File: src/rtl/uvlic_pkg.sv
package uvlic_pkg;
  localparam int unsigned CLK_HZ = 25_000_000;
  localparam int unsigned SEC_CYCLES = CLK_HZ;
  // apb register offsets
  localparam logic [7:0] OFF_CTRL = 8'h00;
  localparam logic [7:0] OFF_POWER = 8'h04;
  localparam logic [7:0] OFF_EXPO = 8'h08;
  localparam logic [7:0] OFF_THRESH = 8'h0C;
  localparam logic [7:0] OFF_CHILL = 8'h10;
  localparam logic [7:0] OFF_STATUS = 8'h14;
  localparam logic [7:0] OFF_TEMP = 8'h18;
  localparam logic [7:0] OFF_TIMER = 8'h1C;
  localparam logic [7:0] OFF_TOTAL = 8'h20;
  localparam logic [7:0] OFF_KEY = 8'h24;
  // control register bits
  localparam int B_AUTO = 0;
  localparam int B_CHEN = 1;
  localparam int B_SCREEN = 2;
  localparam int B_START = 3;
  localparam int B_STOP = 4;
  localparam int B_RESTORE = 5;
  localparam int B_CLRTOT = 6;
  // limits and factory values
  localparam logic [6:0] MIN_POWER = 7'h01;
  localparam logic [6:0] MAX_POWER = 7'h64;
  localparam logic [13:0] MAX_EXPO = 14'h270F;
  localparam logic [6:0] MAX_THRESH = 7'h41;
  localparam logic [6:0] DEF_POWER = 7'h50;
  localparam logic [13:0] DEF_EXPO = 14'h003C;
  localparam logic [6:0] DEF_THRESH = 7'h41;
  localparam logic [15:0] DEF_CHILL = 16'h003C;
  // arbitrary credential value
  localparam logic [31:0] DEF_KEY = 32'h0000_A5C3;
  typedef struct packed {
    logic [6:0] power;
    logic [13:0] expo;
    logic [6:0] thresh;
    logic [15:0] chill;
  } uvlic_cfg_t;
  typedef enum logic [1:0] {
    ST_IDLE = 2'b00,
    ST_RUN = 2'b01,
    ST_COOL = 2'b11
  } uvlic_state_t;
endpackage : uvlic_pkg

File: src/rtl/uvlic_top.sv
`timescale 1ns/1ns
`default_nettype none
module uvlic_top
  import uvlic_pkg::*;
#(
  parameter int unsigned SEC_CNT = SEC_CYCLES,
  parameter logic [31:0] ADMIN_KEY = DEF_KEY
) (
  input wire logic pclk,
  input wire logic presetn,
  input wire logic psel,
  input wire logic penable,
  input wire logic pwrite,
  input wire logic [7:0] paddr,
  input wire logic [31:0] pwdata,
  output logic [31:0] prdata,
  output logic pready,
  output logic pslverr,
  input wire logic [7:0] lamp_temp,
  input wire logic chiller_ok,
  input wire logic contact_on,
  output logic lamp_on,
  output logic [6:0] lamp_power,
  output logic chiller_run,
  output logic alarm,
  output logic alarm_relay_contact
);
  ////////////////////////////////////////////////////////////////
  uvlic_cfg_t cfg;
  uvlic_state_t state, next_state;
  logic auto_mode, chan_en, screen, admin, overtemp, contact_q;
  logic [7:0] temp;
  logic [31:0] pre;
  logic [15:0] timer;
  logic [31:0] total;
  logic [31:0] next_rdata;
  logic next_err;
  // bus decode
  logic access, wr, wr_ctrl, tick;
  assign access = psel & penable & pready;
  assign wr = access & pwrite;
  // a refused control write must leave every control bit and strobe untouched
  assign wr_ctrl = wr && !pslverr && paddr == OFF_CTRL;
  assign tick = pre == SEC_CNT - 1;
  // start and stop sources
  logic start_req, stop_req, leave, start_ok, overheat, kill, chan_now, auto_now;
  // a control write that enables the channel and starts in one word takes effect at once
  assign chan_now = wr_ctrl ? pwdata[B_CHEN] : chan_en;
  assign auto_now = wr_ctrl ? pwdata[B_AUTO] : auto_mode;
  assign leave = wr_ctrl & screen & ~pwdata[B_SCREEN];
  assign start_req = (wr_ctrl & pwdata[B_START]) | (contact_on & ~contact_q);
  assign stop_req = (wr_ctrl & pwdata[B_STOP]) | (~contact_on & contact_q);
  assign start_ok = chan_now & chiller_ok & ~overtemp & ~leave;
  assign overheat = lamp_on & (temp > {1'b0, cfg.thresh});
  assign kill = overheat | ~chan_now | leave;
  ////////////////////////////////////////////////////////////////
  // apb setup-phase range and admin checks
  logic bad_wr;
  always_comb begin
    bad_wr = 1'b0;
    case (paddr)
      OFF_POWER: bad_wr = pwdata > {25'h0, MAX_POWER} || pwdata < {25'h0, MIN_POWER};
      OFF_EXPO: bad_wr = pwdata > {18'h0, MAX_EXPO};
      OFF_THRESH: bad_wr = pwdata > {25'h0, MAX_THRESH};
      OFF_CHILL: bad_wr = ~admin || pwdata[31:16] != 16'h0000;
      OFF_CTRL: bad_wr = ~admin & (pwdata[B_RESTORE] | pwdata[B_CLRTOT]);
      default: bad_wr = 1'b0;
    endcase
  end
  // read mux and error answer
  always_comb begin
    next_rdata = 32'h0000_0000;
    next_err = 1'b0;
    case (paddr)
      OFF_CTRL: next_rdata = {29'h0, screen, chan_en, auto_mode};
      OFF_POWER: next_rdata = {25'h0, cfg.power};
      OFF_EXPO: next_rdata = {18'h0, cfg.expo};
      OFF_THRESH: next_rdata = {25'h0, cfg.thresh};
      OFF_CHILL: next_rdata = {16'h0, cfg.chill};
      OFF_STATUS: next_rdata = {26'h0, admin, overtemp, alarm, chiller_run, state == ST_COOL, lamp_on};
      OFF_TEMP: next_rdata = {24'h0, temp};
      OFF_TIMER: next_rdata = {16'h0, timer};
      OFF_TOTAL: next_rdata = total;
      OFF_KEY: next_rdata = 32'h0000_0000;
      default: next_err = 1'b1;
    endcase
    if (pwrite) begin
      next_rdata = 32'h0000_0000;
      next_err = next_err | bad_wr;
    end
  end
  // zero-wait slave: answer in first access cycle
  always_ff @(posedge pclk or negedge presetn) begin
    if (!presetn) begin
      pready <= 1'b0;
      pslverr <= 1'b0;
      prdata <= 32'h0000_0000;
    end else begin
      pready <= psel & ~penable;
      pslverr <= psel & ~penable & next_err;
      prdata <= (psel & ~penable) ? next_rdata : 32'h0000_0000;
    end
  end
  ////////////////////////////////////////////////////////////////
  // control bits and credential
  always_ff @(posedge pclk or negedge presetn) begin
    if (!presetn) begin
      auto_mode <= 1'b0;
      chan_en <= 1'b0;
      screen <= 1'b0;
      admin <= 1'b0;
    end else begin
      if (wr_ctrl) begin
        auto_mode <= pwdata[B_AUTO];
        chan_en <= pwdata[B_CHEN];
        screen <= pwdata[B_SCREEN];
      end
      if (wr && paddr == OFF_KEY)
        admin <= pwdata == ADMIN_KEY;
    end
  end
  // settings with range checks and factory restore
  always_ff @(posedge pclk or negedge presetn) begin
    if (!presetn) begin
      cfg <= '{power: DEF_POWER, expo: DEF_EXPO, thresh: DEF_THRESH, chill: DEF_CHILL};
    end else if (wr && !pslverr) begin
      case (paddr)
        OFF_POWER: cfg.power <= pwdata[6:0];
        OFF_EXPO: cfg.expo <= pwdata[13:0];
        OFF_THRESH: cfg.thresh <= pwdata[6:0];
        OFF_CHILL: cfg.chill <= pwdata[15:0];
        OFF_CTRL: if (pwdata[B_RESTORE]) begin
          cfg.power <= DEF_POWER;
          cfg.expo <= DEF_EXPO;
          cfg.thresh <= DEF_THRESH;
        end
        default: cfg <= cfg;
      endcase
    end
  end
  ////////////////////////////////////////////////////////////////
  // temperature sampling and self-clearing over-temperature flag
  always_ff @(posedge pclk or negedge presetn) begin
    if (!presetn) begin
      temp <= 8'h00;
      overtemp <= 1'b0;
      contact_q <= 1'b0;
    end else begin
      temp <= lamp_temp;
      contact_q <= contact_on;
      if (overheat)
        overtemp <= 1'b1;
      else if (temp < {1'b0, cfg.thresh})
        overtemp <= 1'b0;
    end
  end
  // lamp sequencing
  always_comb begin
    next_state = state;
    case (state)
      ST_IDLE: if (start_req & start_ok) next_state = ST_RUN;
      ST_RUN: if (stop_req | kill | (auto_mode & timer == 16'h0000)) next_state = ST_COOL;
      ST_COOL: if (start_req & start_ok) next_state = ST_RUN;
        else if (timer == 16'h0000 & ~contact_on) next_state = ST_IDLE;
      default: next_state = ST_IDLE;
    endcase
  end
  always_ff @(posedge pclk or negedge presetn) begin
    if (!presetn) begin
      state <= ST_IDLE;
      lamp_on <= 1'b0;
      chiller_run <= 1'b0;
      lamp_power <= 7'h00;
      alarm <= 1'b0;
      alarm_relay_contact <= 1'b0;
    end else begin
      state <= next_state;
      lamp_on <= next_state == ST_RUN;
      chiller_run <= next_state != ST_IDLE;
      lamp_power <= next_state == ST_RUN ? cfg.power : 7'h00;
      alarm <= overtemp | overheat | (screen & ~chiller_ok);
      alarm_relay_contact <= overtemp | overheat | (screen & ~chiller_ok);
    end
  end
  // seconds prescaler, exposure and delay timer, total
  always_ff @(posedge pclk or negedge presetn) begin
    if (!presetn) begin
      pre <= 32'h0;
      timer <= 16'h0000;
      total <= 32'h0;
    end else begin
      pre <= (state == ST_IDLE || state != next_state || tick) ? 32'h0 : pre + 32'h1;
      if (next_state == ST_RUN && state != ST_RUN)
        timer <= auto_now ? {2'b00, cfg.expo} : 16'h0000;
      else if (next_state == ST_COOL && state == ST_RUN)
        timer <= cfg.chill;
      else if (tick && state == ST_RUN && !auto_mode && timer != 16'hFFFF)
        timer <= timer + 16'h1;
      else if (tick && timer != 16'h0000 && (state == ST_COOL || auto_mode))
        timer <= timer - 16'h1;
      if (wr_ctrl && !pslverr && pwdata[B_CLRTOT])
        total <= 32'h0;
      else if (tick && state == ST_RUN)
        total <= total + 32'h1;
    end
  end
endmodule : uvlic_top
`default_nettype wire

File: config.mk
export PLATFORM = sky130hd
export DESIGN_NAME = uvlic_top
export DESIGN_NICKNAME = d
export VERILOG_FILES = /design/src/rtl/uvlic_pkg.sv /design/src/rtl/uvlic_top.sv
export SDC_FILE = /design/constraint.sdc
export NUM_CORES = 1
export LEC_CHECK = 0
export ABC_AREA = 0
export BUFFER_PORTS_ARGS = -buffer_cell sky130_fd_sc_hd__buf_2
export CAP_MARGIN = 20
export CORE_MARGIN = 2
export CORE_UTILIZATION = 56
export CTS_CLUSTER_SIZE = 28
export DETAILED_ROUTE_END_ITERATION = 12
export MAX_ROUTING_LAYER = met4
export PLACE_DENSITY = 0.76
export SYNTH_ARGS = -nofsm -noshare
export SYNTH_HDL_FRONTEND = slang
export SYNTH_SLANG_ARGS = --single-unit
File: constraint.sdc
create_clock -name pclk -period 4.9 [get_ports pclk]
set_input_delay 0.245 -clock pclk [delete_from_list [all_inputs] [get_ports pclk]]
set_output_delay 0.245 -clock pclk [all_outputs]
set_load 0.02 [all_outputs]
==> summary.md, run 1 <==
| Metric | Value |
|---|---|
| Number of setup violations in the final report | `0` |
| Max_cap viols | `0` |
| H-tree levels | `4` |
| Comb pwr share | `9.1%` |
| Initial antenna violation count | `0` |
| DP Cell Count | `between 1,000 and 1,500` |
| Final hold viol count | `0` |
| Slew @ Worst Pin | `between 1 and 1.5 ns` |
| Slew Viols, Final | `0` |
| Leakage power total | `approximately 4.7 nW` |
| Clock slew at reported path FFs | `0.07 ns` |
| Setup TNS | `0 ns` |
| Die X | `about 130 um` |
| Routed WL per cell | `19.7 um` |
| Mapped Nets | `1,053` |
| FF+latch area | `around 4600 um^2` |
| Minimum clock period | `just over 4 ns` |
| CP endpoint | `timer[15]` |
| Crit path launch type | `flop` |
| PwrDens | `roughly 300 nW/um^2` |
| Setup bufs post-CTS | `0` |
| Syn Area/Cell | `about 9.7 um^2` |
| Vias/cell | `a little over 6` |
| R2R Path Start | `pre[17]` |
| Asr flop ratio synth | `100%` |
| Post-Layout Cell Count | `1,306` |
| GR Util met1 | `slightly below 40%` |
| Multi-input logic area | `approximately 4500 um^2` |
| Period utilisation layout | `between 80% and 90%` |
| Synthesized area | `around 9400 um^2` |
| Slew Limit Headroom | `between 20% and 30%` |
| Port Buffer Count | `just under 100` |
| Worst-path fanout max | `9` |
| CORE AREA | `about 17,000 um^2` |
| Crit path from | `pre[17]` |
| WP data required | `roughly 5.3 ns` |
| Largest net degree at the start of global routing | `slightly below 90` |
| First-pass GRT wire length | `between 40,000 and 50,000 um` |
| Worst-case reg-to-reg path depth | `13` |
| CTS max path bufs | `2` |
| Router iterations before antenna repair | `6` |
| Root Buffer | `clkbuf_16` |
| Top-level port count | `100` |
| Critical path arrival | `roughly 4.4 ns` |
| Die H | `approximately 130 um` |
| Layout cell share with drive strength beyond 1 | `17.1%` |
| Row count | `47` |
| F_max | `0.247 GHz` |
| Num CTS Buffers | `17` |
| DR vias | `approximately 8,000` |
| Max VDD drop | `0.000248 V` |
| Met3 Usage GRT | `6.61%` |
| Clock power share | `between 40% and 50%` |
| # fillers | `between 1,000 and 1,500` |
| Initial Util | `between 50% and 60%` |
| Clk_lat worst skew | `0.44 ns` |
| Vias in the first global route | `7,667` |
| Net Switching | `0.851 mW` |
| Unique masters post-synth | `69` |
| Post-synth EDFFs | `0` |
| Sw frac | `25.5%` |
| #FFs+latches synth | `about 180` |
| GRT Total Usage | `30.3%` |
| Total grt overflow | `0` |
| Yosys warning total | `0` |
| Placer Congestion | `~1` |
| Final ANT Viol Nets | `0` |
| Met2 usage | `46.9%` |
| Critical path endpoint category | `flop` |
| Main synth FF type | `dfrtp_1` |
| Setup CP Type | `flop to flop` |
| R2r setup slk | `0.85 ns` |
| Nets | `between 1,000 and 1,500` |
| Detailed Route WL | `around 26,000 um` |
| Post-CTS Resized | `0` |
| Cell Int Power | `2.48 mW` |
| Clk_skew | `0.0109 ns` |
| DRC Markers | `0` |
| Status | `finished, final reports clean` |
| Iteration-0 DRC Markers | `between 800 and 900` |
| Placed wire-length estimate | `between 15,000 and 20,000 um` |
| CTS tree | `built` |
| Hold path depth | `3` |
| RSZ-0062 raised after global routing | `no` |
| Post-Synthesis Cells | `around 1,000` |
| Hold WC Path Type | `input port to flop` |
| Area Growth Syn to Fin | `15.3%` |
| Seq/Total Area, Yosys | `between 40% and 50%` |
| Antenna cells | `0` |
| Most used routing layer | `met2` |
| Clock net sink count | `184` |
| Reg power frac | `47.2%` |
| Die Area | `about 18,000 um^2` |
| Reg-to-reg endpoint | `timer[15]` |
==> worst min path at each step <==
stage	from	end	slack (ns)
6_report	psel	pready	0.07
3_3_place_gp	presetn	pre[18]	0.35
3_5_place_dp	presetn	pre[18]	0.34
5_1_grt	pwdata[11]	cfg[34]	0.09
2_1_floorplan	presetn	admin	-0.05
4_1_cts	psel	pready	0.07
==> per-stage QoR <==
step | hold slack (ns) | setup slack, ns | util [%] | cell area [um^2] | power, mW
5_1_grt | 0.0858 | 0.568 | 65.9 | 10900 | 3.45
3_3_place_gp | 0.350 | 1.08 | 61.3 | 10100 | 1.89
4_1_cts | 0.0709 | 0.917 | 65.7 | 10900 | 3.34
3_5_place_dp | 0.338 | 0.948 | 61.3 | 10100 | 1.89
2_1_floorplan | -0.0506 | 1.29 | - | 9440 | 1.77
6_report | 0.0716 | 0.849 | 65.9 | 10900 | 3.34
==> cell usage after synthesis (all sizes together) (9+ instances only) <==
master,instances,area (um^2)
ha,23,288
nor3,35,175
xnor2,36,315
xor2,31,272
mux2,19,218
and3,24,150
and2,13,83.8
dfrtp,172,4300
clkbuf,36,135
a31oi,13,81.3
nor4,22,153
nand3,29,145
mux2i,9,90.1
a21oi,37,185
o21ai,58,290
dfstp,12,315
or3,10,62.6
a22oi,43,323
nand2,85,319
inv,38,143
nand4,26,163
nor2,105,394
==> cell type report <==
cell class              count  share of cell area (%)
clock buffers              19                    3.98
clock inverters            13                    1.72
inverters                  38                    1.31
well taps                 220                    2.53
repair buffers            124                    6.77
flip-flops and latches    184                    42.5
multi-input cells         708                    41.2
==> per-layer routing <==
| metal | vias to the layer above | wire length, um |
|---|---|---|
| met4 | 0 | 803 |
| met1 | 3879 | 10600 |
| met2 | 393 | 12300 |
| met5 | - | 0 |
| li1 | 3710 | - |
| met3 | 69 | 1990 |
==> flip-flops by register name, indices dropped and copies added (netlist names) <==
name                 flops
cfg                     44
overtemp                 1
contact_q                1
pre                     32
state                    2
pslverr                  1
timer                   16
temp                     8
admin                    1
alarm_relay_contact      1
chiller_run              1
auto_mode                1
lamp_on                  1
total                   32
pready                   1
chan_en                  1
lamp_power               7
screen                   1
prdata                  32
==> layout by cell type, fill, tap and decap left out, types with 10 or more instances in the layout <==
master / Yosys / final
nand4_1: 26 / 26
xnor2_1: 36 / 36
mux2_2: 18 / 18
dlygate4sd3_1: 0 / 10
ha_1: 23 / 23
nor4_1: 21 / 19
nor2_1: 105 / 104
nand3_1: 29 / 29
xor2_1: 31 / 31
dfrtp_1: 172 / 172
a21oi_1: 37 / 37
buf_4: 1 / 14
o21ai_0: 56 / 56
buf_2: 1 / 98
and2_1: 12 / 12
and3_1: 24 / 24
a31oi_1: 13 / 13
or3_1: 10 / 10
nand2_1: 85 / 85
inv_1: 38 / 38
nor3_1: 35 / 35
a22oi_1: 43 / 43
dfstp_2: 12 / 12
clkbuf_16: 0 / 17
==> kinds of logic after synthesis <==
family | synth area share [%]
compound gates | 14.4
xor+xnor | 6.22
fa+ha+maj | 3.26
buf+inv | 3.71
flops | 48.9
mux | 3.26
simple gates | 20.2
==> power groups by stage <==
stage | logic (mW) | clock network [mW] | registers (mW)
2_1_floorplan | 0.183 | 0 | 1.59
3_3_place_gp | 0.288 | 0 | 1.60
3_5_place_dp | 0.292 | 0 | 1.60
4_1_cts | 0.300 | 1.46 | 1.57
5_1_grt | 0.336 | 1.53 | 1.58
6_report | 0.303 | 1.46 | 1.57
==> critical path, stage by stage (launching register included) <==
cell and delay, ns:
dfrtp_1 0.48, nor4_1 0.37, nand4_1 0.23, or3_1 0.45
nand2b_1 0.37, buf_4 0.28, ha_1 0.35, a21oi_1 0.17
nor2b_1 0.06, o21ai_0 0.22, o2111ai_1 0.20, a211o_1 0.31
a2111o_1 0.41, nand3_1 0.09
==> timing repair <==
item	4_1_cts	5_1_grt
endpoints found under the hold margin	86	0
setup endpoints to repair	0	0
hold buffers	10	0
Note: power is estimated with default switching activity, not from simulation.
==> run 2, diff against run 1 <==
Settings changed: CORE_UTILIZATION 56 to 54, PLACE_DENSITY 0.76 to 0.77.
Clock period 4.9 ns to 3.7 ns, I/O delays scaled along.
==> run 2 against run 1 <==
Final cell count rose by 2.4%. Largest power group unchanged. Hold slack got worse by 0.054 ns. Register-to-register slack got worse by 0.76 ns. Critical endpoint unchanged. Total power rose by 29%. Non-clock buffer count rose by 26. First-iteration DRC count rose by 20%. Sequential share of layout area fell by 0.76 points.
==> summary.md, run 2 (same netlist as run 1, synthesis figures left out) <==
| Metric | Value |
|---|---|
| Die X | `136 um (was 134 um)` |
| Slew Viols, Final | `0 (unchanged)` |
| Initial Util | `55.0% (was 57.1%)` |
| Row count | `48 (was 47)` |
| Hold WC Path Type | `input port to flop (unchanged)` |
| Routed WL per cell | `20.4 um (was 19.7 um)` |
| Die Area | `18,600 um^2 (was 17,900 um^2)` |
| Final ANT Viol Nets | `0 (unchanged)` |
| Router iterations before antenna repair | `8 (was 6)` |
| Reg power frac | `48.5% (was 47.2%)` |
| H-tree levels | `4 (unchanged)` |
| Comb pwr share | `10.0% (was 9.1%)` |
| Top reg by flops | `cfg (unchanged)` |
| GRT Total Usage | `31.1% (was 30.3%)` |
| Clk_lat worst skew | `0.44 ns (about the same)` |
| Commonest non-fill, non-tap cell in the layout | `dfrtp_1 (unchanged)` |
| Worst path bufs/invs | `1 (unchanged)` |
| CTS tree | `built (unchanged)` |
| Minimum clock period | `3.62 ns (was 4.05 ns)` |
| Clk_skew | `0.00757 ns (was 0.0109 ns)` |
| Clock net sink count | `184 (unchanged)` |
| Worst-path fanout max | `11 (was 9)` |
| DR vias | `8,263 (was 8,051)` |
| Max_cap viols | `0 (unchanged)` |
| Number of setup violations in the final report | `0 (unchanged)` |
| CTS max path bufs | `2 (unchanged)` |
| Detailed Route WL | `27,300 um (was 25,700 um)` |
| Largest register FFs | `44 (unchanged)` |
| Slowest cell on crit path | `dfrtp_2 (was dfrtp_1)` |
| Critical path arrival | `3.99 ns (was 4.43 ns)` |
| CP peak stage delay | `0.46 ns (was 0.48 ns)` |
| RSZ-0062 raised after global routing | `yes (was no)` |
| Top-level port count | `100 (unchanged)` |
| Final worst slack | `0.0840 ns (was 0.849 ns)` |
| Clock power share | `41.5% (was 43.8%)` |
| Placer Congestion | `0.957 (was 0.996)` |
| Antenna cells | `0 (unchanged)` |
| Iteration-0 DRC Markers | `973 (was 814)` |
| Most frequent cells in the layout | `dfrtp_1 (171), nor2_1 (104), buf_2 (98), nand2_1 (85), o21ai_0 (52) (was dfrtp_1 (172), nor2_1 (104), buf_2 (98), nand2_1 (85), o21ai_0 (56))` |
| Slew @ Worst Pin | `0.910 ns (was 1.07 ns)` |
| Dpl ws | `-0.0933 ns (was 0.948 ns)` |
| Net Switching | `1.16 mW (was 0.851 mW)` |
| Cell Int Power | `3.13 mW (was 2.48 mW)` |
| Nets | `1,178 (was 1,152)` |
| Root Buffer | `clkbuf_16 (unchanged)` |
| Num CTS Buffers | `17 (unchanged)` |
| Family with the most delay on the worst path | `simple AND/OR/NAND/NOR gates (unchanged)` |
| Layout cell share with drive strength beyond 1 | `20.1% (was 17.1%)` |
| Total grt overflow | `0 (unchanged)` |
| Max VDD drop | `0.000340 V (was 0.000248 V)` |
| Hold slack final | `0.0176 ns (was 0.0716 ns)` |
| Setup CP Type | `flop to flop (unchanged)` |
| First-pass GRT wire length | `42,700 um (was 41,000 um)` |
| Initial antenna violation count | `0 (unchanged)` |
| Period utilisation layout | `97.7% (was 82.7%)` |
| Utilization after layout | `64.5% (was 65.9%)` |
| CORE AREA | `17,200 um^2 (was 16,500 um^2)` |
| Crit path launch type | `flop (unchanged)` |
| Placed wire-length estimate | `19,200 um (was 18,000 um)` |
| DRC Markers | `0 (unchanged)` |
| Vias/cell | `6.18 (was 6.16)` |
| WP data required | `4.07 ns (was 5.28 ns)` |
| Slew Limit Headroom | `39.0% (was 28.0%)` |
| Port Buffer Count | `99 (unchanged)` |
| Crit-path cells | `nor4_4 -> nand4_1 -> or3_4 -> nand2b_2 -> buf_12 -> ha_1 -> nor3_1 -> o21ai_1 -> a21oi_2 -> o2111ai_1 -> a211o_1 -> a2111o_1 -> nand3_1 (was nor4_1 -> nand4_1 -> or3_1 -> nand2b_1 -> buf_4 -> ha_1 -> a21oi_1 -> nor2b_1 -> o21ai_0 -> o2111ai_1 -> a211o_1 -> a2111o_1 -> nand3_1)` |
| Clock slew at reported path FFs | `0.07 ns (about the same)` |
| Leakage power total | `4.84 nW (was 4.71 nW)` |
| Final hold viol count | `0 (unchanged)` |
| Status | `finished, final reports clean (unchanged)` |
| Vias in the first global route | `7,938 (was 7,667)` |
| Area Growth Syn to Fin | `17.4% (was 15.3%)` |
| F_max | `0.277 GHz (was 0.247 GHz)` |
| PwrDens | `387 nW/um^2 (was 307 nW/um^2)` |
| Die H | `136 um (was 134 um)` |
| # fillers | `1,417 (was 1,319)` |
| Sw frac | `27.1% (was 25.5%)` |
| Critical path endpoint category | `flop (unchanged)` |
| Largest net degree at the start of global routing | `110 (was 89)` |
run 2: cell types whose count changed in the layout (fill, tap and decap cells not counted), moves of 2 or more:
| cell | before | now |
|---|---|---|
| a211oi_1 | 3 | 1 |
| nor4_1 | 19 | 17 |
| clkbuf_1 | 2 | 0 |
| inv_6 | 2 | 4 |
| clkinv_4 | 0 | 3 |
| a211oi_2 | 1 | 3 |
| o21ai_0 | 56 | 52 |
| buf_4 | 14 | 40 |
| o21ai_1 | 2 | 6 |
| bufinv_16 | 3 | 0 |
run 2: power by group through the flow:
stage	logic (mW)	clock network [mW]	registers (mW)
6_report	0.429	1.78	2.08
5_1_grt	0.473	1.88	2.08
4_1_cts	0.415	1.79	2.08
3_5_place_dp	0.403	0	2.12
3_3_place_gp	0.395	0	2.12
2_1_floorplan	0.243	0	2.10
run 2: worst paths after layout:
path                            depth (start not counted)   endpoint  slack (ns)       start
worst min-delay path                                    3    cfg[35]        0.02  pwdata[12]
worst max-delay path                                   13  timer[15]        0.08     pre[26]
min in group asynchronous                               2  prdata[8]        0.42     presetn
worst min register to register                          1     pre[0]        0.48      pre[0]
worst max register to register                         13  timer[15]        0.08     pre[26]
max in group asynchronous                               3    cfg[28]        2.33     presetn
run 2: what timing repair did:
| item | in CTS | in global routing |
|---|---|---|
| endpoints found under the setup margin | 3 | 8 |
| resized for setup | 4 | 11 |
| setup buffers | 0 | 2 |
| hold buffers | 10 | 0 |
| hold endpoints to repair | 111 | 0 |
run 2: layout make-up:
type | instances | area (um^2) | share of cell area [%]
Multi-Input combinational cell | 708 | 4540 | 41.0
Clock inverter | 14 | 134 | 1.21
Sequential cell | 184 | 4620 | 41.7
Tap cell | 225 | 282 | 2.54
Timing Repair Buffer | 150 | 925 | 8.34
Clock buffer | 18 | 439 | 3.96
Inverter | 38 | 143 | 1.29
run 2: metrics by stage:
| stage | TNS (ns) | instances | total power [mW] | instance area [um^2] |
|---|---|---|---|---|
| after floorplan | 0 | 974 | 2.35 | 9440 |
| after global placement | 0 | 1293 | 2.51 | 10300 |
| after detailed placement | -0.124 | 1293 | 2.52 | 10300 |
| after CTS | 0 | 1335 | 4.29 | 11000 |
| after global routing | -0.0351 | 1337 | 4.44 | 11100 |
| final | 0 | 1337 | 4.29 | 11100 |
run 2: metal layers:
layer / global-route usage [%] / vias up / share of wire [%]
met5: - / - / 0
met4: 14.4 / 0 / 4.1
met3: 5.70 / 83 / 7.9
met2: 48.6 / 425 / 48
met1: 39.4 / 3987 / 40
li1: - / 3768 / -
run 2: worst reg2reg max path: stages (launching register included):
cell and delay (ns):
dfrtp_2 0.46, nor4_4 0.30, nand4_1 0.17, or3_4 0.42
nand2b_2 0.24, buf_12 0.17, ha_1 0.26, nor3_1 0.25
o21ai_1 0.16, a21oi_2 0.15, o2111ai_1 0.15, a211o_1 0.31
a2111o_1 0.40, nand3_1 0.10
